===== config.mk =====
export PLATFORM = sky130hd
export DESIGN_NAME = lsa_alert_unit
export DESIGN_NICKNAME = d
export VERILOG_FILES = /design/src/hdl/lsa_pkg.sv /design/src/hdl/lsa_alert_unit.sv
export SDC_FILE = /design/constraint.sdc
export NUM_CORES = 1
export LEC_CHECK = 0
export BUFFER_PORTS_ARGS = -buffer_cell sky130_fd_sc_hd__buf_4
export CAP_MARGIN = 10
export CORE_MARGIN = 2
export CORE_UTILIZATION = 49
export CTS_CLUSTER_DIAMETER = 40
export DETAILED_ROUTE_END_ITERATION = 10
export HOLD_SLACK_MARGIN = 0.15
export PLACE_DENSITY_LB_ADDON = 0.15
export SYNTH_ARGS = -nofsm -noshare
export SYNTH_HDL_FRONTEND = slang
export SYNTH_SLANG_ARGS = --single-unit

===== constraint.sdc =====
create_clock -name clock -period 2.2 [get_ports clock]
set_input_delay 0.44 -clock clock [delete_from_list [all_inputs] [get_ports clock]]
set_output_delay 0.44 -clock clock [all_outputs]
set_load 0.01 [all_outputs]

===== src/hdl/lsa_pkg.sv =====
// Package: register map, field positions and carrier types for the alert unit
package lsa_pkg;

  // ==========================================================================
  // Register offsets
  localparam logic [7:0] primary_limit_status_addr   = 8'h41;
  localparam logic [7:0] secondary_limit_status_addr = 8'h42;
  localparam logic [7:0] primary_alert_mask_addr     = 8'h74;
  localparam logic [7:0] secondary_alert_mask_addr   = 8'h75;
  localparam logic [7:0] config_three_addr           = 8'h78;
  localparam logic [7:0] config_four_addr            = 8'h7d;

  // ==========================================================================
  // Reset values
  localparam logic [7:0] status_reset = 8'h00;
  localparam logic [7:0] mask_reset   = 8'h00;
  localparam logic [7:0] config_reset = 8'h00;

  // ==========================================================================
  // Field positions
  localparam int secondary_pending_bit = 7;
  localparam int fan_four_bit          = 5;
  localparam int id_change_bit         = 0;
  localparam int alert_enable_bit      = 0;
  localparam int thermal_enable_bit    = 1;
  localparam int boost_bit             = 2;
  localparam int alert_on_alternate_bit = 0;
  localparam int thermal_pin_select_bit = 1;
  localparam int fan_count             = 4;
  localparam int vid_width             = 6;

  // ==========================================================================
  // Carrier types
  typedef struct packed {
    logic       write;
    logic       read;
    logic [7:0] addr;
    logic [7:0] wdata;
  } lsa_reg_req_t;

  // Per-source comparison results, one bit per status position
  typedef struct packed {
    logic [7:0] primary;
    logic [7:0] secondary;
  } lsa_sources_t;

endpackage : lsa_pkg


===== src/hdl/lsa_alert_unit.sv =====
// Limit status, alert masking, alert pin routing and thermal boost logic
//
// Functional notes
// - Status bit sets when the latest channel comparison is out of limits.
// - Status bits are sticky; clear only on read once the condition has gone.
// - Primary bit 7 is set whenever any secondary status bit is set.
// - Primary bits 6..0: remote2, local, remote1, 5V, supply, core, 2.5V.
// - Secondary bits 7 and 6: second and first diode open or short.
// - Secondary bit 5: fan four slow, or cumulative thermal limit if in use.
// - Secondary bits 4, 3, 2: fans three, two, one below minimum speed.
// - Secondary bit 1: any temperature over its thermal limit.
// - Secondary bit 0: 12V limit, or voltage-ID code change when selected.
// - Mask only gates the alert; status still sets.
// - Mask registers mirror status layout; a 1 masks that source.
// - Primary mask bit 7 masks every secondary source.
// - Secondary mask bit 0 masks whichever function bit 0 carries.
// - Alert stays low while unmasked reading out of limit, then until read.
// - Alert disabled after reset; two independent config bits route it to either pin or to both.
// - Thermal function needs enable; select bit picks exactly one pin.
// - With boost set, fans run full duty while thermal pin held low.
// - Boost affects only fans already running.
// - High violation when value above limit; low when at or below.
`timescale 1ns/10ps

module lsa_alert_unit #(
  parameter int vid_width = lsa_pkg::vid_width,
  parameter int fan_count = lsa_pkg::fan_count
) (
  input  wire logic                     clock,
  input  wire logic                     rst_n,
  // Register port from the serial interface
  input  wire lsa_pkg::lsa_reg_req_t    reg_req,
  output logic [7:0]                    reg_rdata,
  // Comparison results, one strobe per finished conversion
  input  wire lsa_pkg::lsa_sources_t    result_valid,
  input  wire lsa_pkg::lsa_sources_t    result_high,
  input  wire lsa_pkg::lsa_sources_t    result_low,
  input  wire logic                     thermal_limit_exceeded,
  input  wire logic [vid_width-1:0]     voltage_id_input,
  input  wire logic                     id_change_select,
  // Pins
  input  wire logic                     thermal_pin_a_in,
  input  wire logic                     thermal_pin_b_in,
  output logic                          alert_pin_a_n,
  output logic                          alert_pin_a_oe,
  output logic                          alert_pin_b_n,
  output logic                          alert_pin_b_oe,
  // Fan boost
  input  wire logic [fan_count-1:0]     fan_running,
  output logic [fan_count-1:0]          fan_full_duty,
  output logic                          thermal_event_pin
);

  // ==========================================================================
  // Register storage
  logic [7:0] primary_limit_status;
  logic [7:0] secondary_limit_status;
  logic [7:0] primary_alert_mask;
  logic [7:0] secondary_alert_mask;
  logic [7:0] config_three;
  logic [7:0] config_four;

  logic wr_hit_mask1;
  logic wr_hit_mask2;
  logic rd_primary;
  logic rd_secondary;

  assign wr_hit_mask1 = reg_req.write &&
                        reg_req.addr == lsa_pkg::primary_alert_mask_addr;
  assign wr_hit_mask2 = reg_req.write &&
                        reg_req.addr == lsa_pkg::secondary_alert_mask_addr;
  assign rd_primary   = reg_req.read &&
                        reg_req.addr == lsa_pkg::primary_limit_status_addr;
  assign rd_secondary = reg_req.read &&
                        reg_req.addr == lsa_pkg::secondary_limit_status_addr;

  // ==========================================================================
  // Thermal pin synchronisers, three stages each
  logic [2:0] thermal_event_pin_a_sync;
  logic [2:0] thermal_event_pin_b_sync;
  logic       thermal_event_pin_a_low;
  logic       thermal_event_pin_b_low;

  always_ff @(posedge clock or negedge rst_n) begin
    if (!rst_n) begin
      thermal_event_pin_a_sync <= 3'h7;
      thermal_event_pin_b_sync <= 3'h7;
      thermal_event_pin_a_low  <= 1'b0;
      thermal_event_pin_b_low  <= 1'b0;
    end else begin
      thermal_event_pin_a_sync <= {thermal_event_pin_a_sync[1:0], thermal_pin_a_in};
      thermal_event_pin_b_sync <= {thermal_event_pin_b_sync[1:0], thermal_pin_b_in};
      // A change counts once the second and third stages agree
      if (thermal_event_pin_a_sync[1] == thermal_event_pin_a_sync[2]) begin
        thermal_event_pin_a_low <= ~thermal_event_pin_a_sync[2];
      end
      if (thermal_event_pin_b_sync[1] == thermal_event_pin_b_sync[2]) begin
        thermal_event_pin_b_low <= ~thermal_event_pin_b_sync[2];
      end
    end
  end

  logic thermal_enabled;
  logic thermal_asserted;

  assign thermal_enabled = config_three[lsa_pkg::thermal_enable_bit];
  // Only the selected pin is looked at, never both
  assign thermal_asserted = thermal_enabled &&
      (config_four[lsa_pkg::thermal_pin_select_bit] ?
       thermal_event_pin_b_low : thermal_event_pin_a_low);
  assign thermal_event_pin = thermal_asserted;

  // ==========================================================================
  // Voltage-ID change detection
  logic [vid_width-1:0] vid_last;
  logic                 vid_changed;

  always_ff @(posedge clock or negedge rst_n) begin
    if (!rst_n) begin
      vid_last <= '0;
    end else begin
      vid_last <= voltage_id_input;
    end
  end

  assign vid_changed = (vid_last != voltage_id_input);

  // ==========================================================================
  // Live out-of-limit condition per status bit
  // Comparator feeds give the >-high and <=-low verdicts already
  logic [7:0] primary_live;
  logic [7:0] secondary_live;
  logic [7:0] primary_event;
  logic [7:0] secondary_event;

  // Live state follows the last comparison of each channel
  always_ff @(posedge clock or negedge rst_n) begin
    if (!rst_n) begin
      primary_live   <= 8'h00;
      secondary_live <= 8'h00;
    end else begin
      for (int i = 0; i < 8; i++) begin
        if (result_valid.primary[i]) begin
          primary_live[i] <= result_high.primary[i] |
                             result_low.primary[i];
        end
        if (result_valid.secondary[i]) begin
          secondary_live[i] <= result_high.secondary[i] |
                               result_low.secondary[i];
        end
      end
      if (thermal_enabled) begin
        secondary_live[lsa_pkg::fan_four_bit] <= thermal_limit_exceeded;
      end
      if (id_change_select) begin
        secondary_live[lsa_pkg::id_change_bit] <= vid_changed;
      end
    end
  end

  always_comb begin
    primary_event   = primary_live;
    secondary_event = secondary_live;
    primary_event[lsa_pkg::secondary_pending_bit] = 1'b0;
    for (int i = 0; i < 8; i++) begin
      if (result_valid.primary[i] && i != lsa_pkg::secondary_pending_bit) begin
        primary_event[i] = result_high.primary[i] | result_low.primary[i];
      end
      if (result_valid.secondary[i]) begin
        secondary_event[i] = result_high.secondary[i] |
                             result_low.secondary[i];
      end
    end
    if (thermal_enabled) begin
      secondary_event[lsa_pkg::fan_four_bit] = thermal_limit_exceeded;
    end
    if (id_change_select) begin
      secondary_event[lsa_pkg::id_change_bit] = vid_changed;
    end
  end

  // ==========================================================================
  // Sticky status: set wins over read-clear; clear only where condition gone
  always_ff @(posedge clock or negedge rst_n) begin
    if (!rst_n) begin
      secondary_limit_status <= lsa_pkg::status_reset;
    end else if (rd_secondary) begin
      secondary_limit_status <= secondary_event;
    end else begin
      secondary_limit_status <= secondary_limit_status |
                                secondary_event;
    end
  end

  logic [6:0] primary_low;

  always_ff @(posedge clock or negedge rst_n) begin
    if (!rst_n) begin
      primary_low <= 7'h00;
    end else if (rd_primary) begin
      primary_low <= primary_event[6:0];
    end else begin
      primary_low <= primary_low | primary_event[6:0];
    end
  end

  // Summary bit tracks the secondary register directly
  assign primary_limit_status = {(|secondary_limit_status), primary_low};

  // ==========================================================================
  // Mask and configuration registers
  always_ff @(posedge clock or negedge rst_n) begin
    if (!rst_n) begin
      primary_alert_mask   <= lsa_pkg::mask_reset;
      secondary_alert_mask <= lsa_pkg::mask_reset;
    end else begin
      if (wr_hit_mask1) begin
        primary_alert_mask <= reg_req.wdata;
      end
      if (wr_hit_mask2) begin
        secondary_alert_mask <= reg_req.wdata;
      end
    end
  end

  always_ff @(posedge clock or negedge rst_n) begin
    if (!rst_n) begin
      config_three <= lsa_pkg::config_reset;
      config_four  <= lsa_pkg::config_reset;
    end else begin
      if (reg_req.write && reg_req.addr == lsa_pkg::config_three_addr) begin
        config_three <= reg_req.wdata;
      end
      if (reg_req.write && reg_req.addr == lsa_pkg::config_four_addr) begin
        config_four <= reg_req.wdata;
      end
    end
  end

  // ==========================================================================
  // Read data, registered
  always_ff @(posedge clock or negedge rst_n) begin
    if (!rst_n) begin
      reg_rdata <= 8'h00;
    end else if (reg_req.read) begin
      unique case (reg_req.addr)
        lsa_pkg::primary_limit_status_addr:   reg_rdata <= primary_limit_status;
        lsa_pkg::secondary_limit_status_addr: reg_rdata <= secondary_limit_status;
        lsa_pkg::primary_alert_mask_addr:     reg_rdata <= primary_alert_mask;
        lsa_pkg::secondary_alert_mask_addr:   reg_rdata <= secondary_alert_mask;
        lsa_pkg::config_three_addr:           reg_rdata <= config_three;
        lsa_pkg::config_four_addr:            reg_rdata <= config_four;
        default:                              reg_rdata <= 8'h00;
      endcase
    end
  end

  // ==========================================================================
  // Alert combination
  logic alert_cause;
  logic secondary_cause;

  // Bit 0 mask applies to whichever function bit 0 is carrying
  assign secondary_cause = |(secondary_limit_status &
                             ~secondary_alert_mask);
  assign alert_cause = (|(primary_low & ~primary_alert_mask[6:0])) |
      (secondary_cause &
       ~primary_alert_mask[lsa_pkg::secondary_pending_bit]);

  // Open-drain style: drive low only while an alert is due
  logic route_a;
  logic route_b;

  assign route_a = config_three[lsa_pkg::alert_enable_bit];
  assign route_b = config_four[lsa_pkg::alert_on_alternate_bit];

  always_ff @(posedge clock or negedge rst_n) begin
    if (!rst_n) begin
      alert_pin_a_oe <= 1'b0;
      alert_pin_b_oe <= 1'b0;
    end else begin
      alert_pin_a_oe <= route_a & alert_cause;
      alert_pin_b_oe <= route_b & alert_cause;
    end
  end

  assign alert_pin_a_n = 1'b0;
  assign alert_pin_b_n = 1'b0;

  // ==========================================================================
  // Fan boost on external thermal assertion
  always_ff @(posedge clock or negedge rst_n) begin
    if (!rst_n) begin
      fan_full_duty <= '0;
    end else begin
      for (int f = 0; f < fan_count; f++) begin
        fan_full_duty[f] <= config_three[lsa_pkg::boost_bit] &&
                            thermal_asserted && fan_running[f];
      end
    end
  end

endmodule : lsa_alert_unit


==> impl.org <==
** Run status
- The flow ran to the end, and the final reports show no timing, DRC or antenna violations.

** Detailed routing
- In the routed design, unresolved DRC markers number 0.
- The routed layout has a little under 3000 vias.
- Dividing the detail-routed wire length by the instance count gives 16.0 um.
- Via density :: between 5 and 6
- Antenna Violating Nets Remaining :: 0
- Count of TritonRoute iterations in the first routing pass :: 4
- Detailed Route WL :: ~8.7 mm
- After the first detailed-routing iteration, the DRC count stood at approximately 180.

** Worst setup path
- The critical path in this run is classified as flip-flop to output port.
- Required time of the worst setup path :: around 1.8 ns
- Critical Path Start Type :: flip-flop
- Data arrives at the worst endpoint at 1.31 ns.
- Largest fanout of any net on the critical path :: 5
- Endpoint kind of the worst setup timing path :: output port

** Synthesis
- Synth cell types :: 46
- The share of the Yosys chip area taken by registers is 0.580.
- By area the synthesized netlist is led by dfrtp_1, mux2_2, dfstp_2.
- Number of synthesized flops with an enable pin :: 0
- Dominant combinational cell family by area after synthesis :: compound AO/OA/AOI/OAI gates
- The most common cell in the synthesized netlist is dfrtp_1.
- Proportion of netlist area held by the largest area contributor :: 0.539
- Summing every instance area after synthesis gives 0.00390 sq mm.
- Area fraction in and, or, nand and nor cells after synthesis :: 0.125
- After synthesis, the share of cell area in mux cells is 0.108.
- Of all flip-flops after synthesis, the portion carrying an async set or reset was 1.00.
- Summed over all instances, the cell type with the most area after synthesis is dfrtp_1.
- Cell types with the highest counts after synthesis :: dfrtp_1, nor2_1, inv_1
- Warnings, synthesis :: 0
- FF+latch count, synth :: 90
- Adder-cell share of the synthesized area :: 0
- Cell count after synthesis :: 330
- In the synthesized netlist the dominant register cell turns out to be dfrtp_1.
- Of the total synthesized cell area, the portion taken by XOR and XNOR cells is 0.0135.
- The synthesized-area fraction occupied by ao, oa, aoi and oai cells is 0.139.
- Per-instance average area after synthesis :: between 10 and 15 sq um

** Power
- VDD sags by at most about 0.00037 V.
- Of the total power, the share spent switching nets is 0.252.
- The share of total power dissipated in combinational logic is 0.110.
- For this design the static power due to leakage is ~2.4 nW.
- The internal power of the cells totals about 2.3 mW.
- The share of total power dissipated in sequential elements is 0.569.
- Switching Power :: 0.787 mW
- Power consumption :: between 3 and 4 mW
- Dividing total power by cell area gives a power density of 630 mW/mm^2.
- Part of the total power dissipated in the clock network :: 0.321

** Clock network
- The clock reaches the later pin of the worst-skew pair after approximately 0.36 ns.
- Clock transition at path regs :: ~0.090 ns
- After clock tree synthesis, the repair step resized 0 gates.
- Counting every sink on the clock net gives 90.
- Number of buffers between clock root and the deepest sink :: 2
- Buffers added to address setup during post-CTS repair amount to 0.
- The cell sitting at the root of the clock tree is a clkbuf_8.
- The H-tree generated during clock tree synthesis spans 3 levels.
- The number of clock buffers added by TritonCTS is 9.
- TritonCTS clock tree :: yes

** Hold path
- The tightest min-delay check is of the input pin to flip-flop type.

** Floorplan
- Std-Cell Rows :: 32
- Floorplan die area :: between 0.008 and 0.009 sq mm
- Die outline height :: just over 90 um
- Die Wd :: roughly 93 um
- For this configuration, the core starts out at a cell density of 0.504.
- Number of I/O pins :: just under 100
- Core area :: between 0.007 and 0.008 sq mm

** Placed design
- Placed cell areas :: around 0.0048 sq mm
- At the end of routability-driven placement, the weighted congestion stood at around 0.87.
- Buffers placed on the I/O ports in this run total 93.
- Detailed placer's ending HPWL :: 6.35 mm
- Setup slack at placement :: approximately 0.17 ns

** Timing
- Post-route fraction of the period consumed by the critical path :: 0.796
- The worst path meets setup with around 0.45 ns of slack.
- Count of final max-slew check failures :: 0
- For the pin with the worst max-slew slack, the measured transition is between 0.5 and 0.6 ns.
- Final period demand of the worst path :: around 1.8 ns
- Setup repair after global routing left no endpoint under its margin.
- Measured against its own limit, the worst slew margin works out to 0.611.
- Hold timing on the final database bottoms out at a slack of between 0.15 and 0.2 ns.
- Max Clk Rate :: 571 MHz
- Setup skew after layout :: between 0.01 and 0.015 ns
- Setup TNS :: 0 ns
- Setup violations remaining at the end of the flow were counted as 0.
- The final number of hold-violating endpoints came to 0.

** Final layout
- Fill cell total of the finished layout :: 610
- The repair_antennas step left the layout with diodes totalling 0.
- Layout-stage area growth over the synthesis result :: 27.3%
- Final std cell area, no fill :: roughly 0.0050 sq mm
- In the final layout, the share of cells above drive strength 1 is 0.352.
- After the last flow step, the layout net total stands at 520.

** Global routing
- Largest net degree at the start of global routing :: 55
- The first global-routing pass estimated 14.5 mm of wire.
- For this run the aggregate overflow at the end of global routing stands at 0.
- The number of antenna violations at the first check in global routing came to 0.
- Across every metal layer, demand over resource in global routing totals 0.219.
- Number of global-route vias before repair :: just under 3000

** Flow run
- The tool flagged a number of max-cap violations equal to 0.
==> registers in the layout, indices dropped and copies added (netlist names), 3 cells and up <==
name,flops
primary_alert_mask,8
secondary_live,8
fan_full_duty,4
vid_last,6
config_four,8
primary_live,7
primary_low,7
thermal_event_pin_a_sync,3
thermal_event_pin_b_sync,3
reg_rdata,8
secondary_alert_mask,8
secondary_limit_status,8
config_three,8
==> routing by layer <==
metal / global-route usage / wire length [um] / vias to the layer above
li1: - / - / 1390
met1: 0.282 / 3590 / 1428
met2: 0.369 / 4300 / 112
met3: 0.0411 / 651 / 15
met4: 0.0846 / 159 / 0
met5: 0 / 0 / -
==> final timing paths <==
path,to,start,slack [ns],cells after the start
worst max-delay path,thermal_event_pin,config_four[1],0.45,3
worst min-delay path,thermal_event_pin_b_sync[0],thermal_pin_b_in,0.18,1
worst max register to register,alert_pin_a_oe,secondary_limit_status[0],0.69,4
worst min register to register,thermal_event_pin_b_sync[1],thermal_event_pin_b_sync[0],0.36,0
max in group asynchronous,thermal_event_pin_a_sync[2],rst_n,1.13,3
min in group asynchronous,vid_last[4],rst_n,0.45,2
==> placed cells by master (no fill, tap or decap), drive strengths merged, types with 4 or more instances in the layout <==
master  count
a21o       17
mux2       33
nand2      11
o21ai      11
o22ai       6
clkbuf     10
nor3        4
inv        20
and3       10
nor4        5
buf       105
dfrtp      84
and2        7
a22oi       7
a41oi       6
nor2       38
dfstp       6
a21oi      15
a22o        8
xnor2       4
==> power by group through the flow <==
stage / sequential [mW] / combinational (mW) / clock, mW
2_1_floorplan: 1.80 / 0.133 / 0
3_5_place_dp: 1.81 / 0.347 / 0
3_3_place_gp: 1.81 / 0.337 / 0
4_1_cts: 1.78 / 0.349 / 1.02
6_report: 1.77 / 0.344 / 1.00
5_1_grt: 1.78 / 0.385 / 1.10
==> kinds of logic after synthesis <==
family,Yosys count
buffers and inverters,30
AND/OR/NAND/NOR,89
other,1
flip-flops,90
XOR/XNOR,6
AO/OA/AOI/OAI,79
multiplexers,35
==> critical path, cell delays in order, from the launching register on <==
cell and delay, ns:
dfrtp_1 0.41, mux2i_1 0.13, nor2b_1 0.24, buf_4 0.18
==> stage by stage <==
step,util,std cells
6_report,0.642,545
5_1_grt,0.642,545
4_1_cts,0.642,545
3_5_place_dp,0.618,528
3_3_place_gp,0.618,528
2_1_floorplan,-,331
==> area by class of cell <==
cell class                      count  area, sq um  area share
Clock buffer                       10          128      0.0257
Clock inverter                      6         45.0     0.00908
Inverter                           20         75.1      0.0151
Multi-Input combinational cell    211         1510       0.305
Sequential cell                    90         2260       0.456
Tap cell                          102          128      0.0257
Timing Repair Buffer              106          811       0.164
==> timing repair <==
item,in CTS,in global routing
hold buffers,1,0
setup endpoints to repair,0,0
endpoints found under the hold margin,10,0
Power figures use the tool's default switching activity.
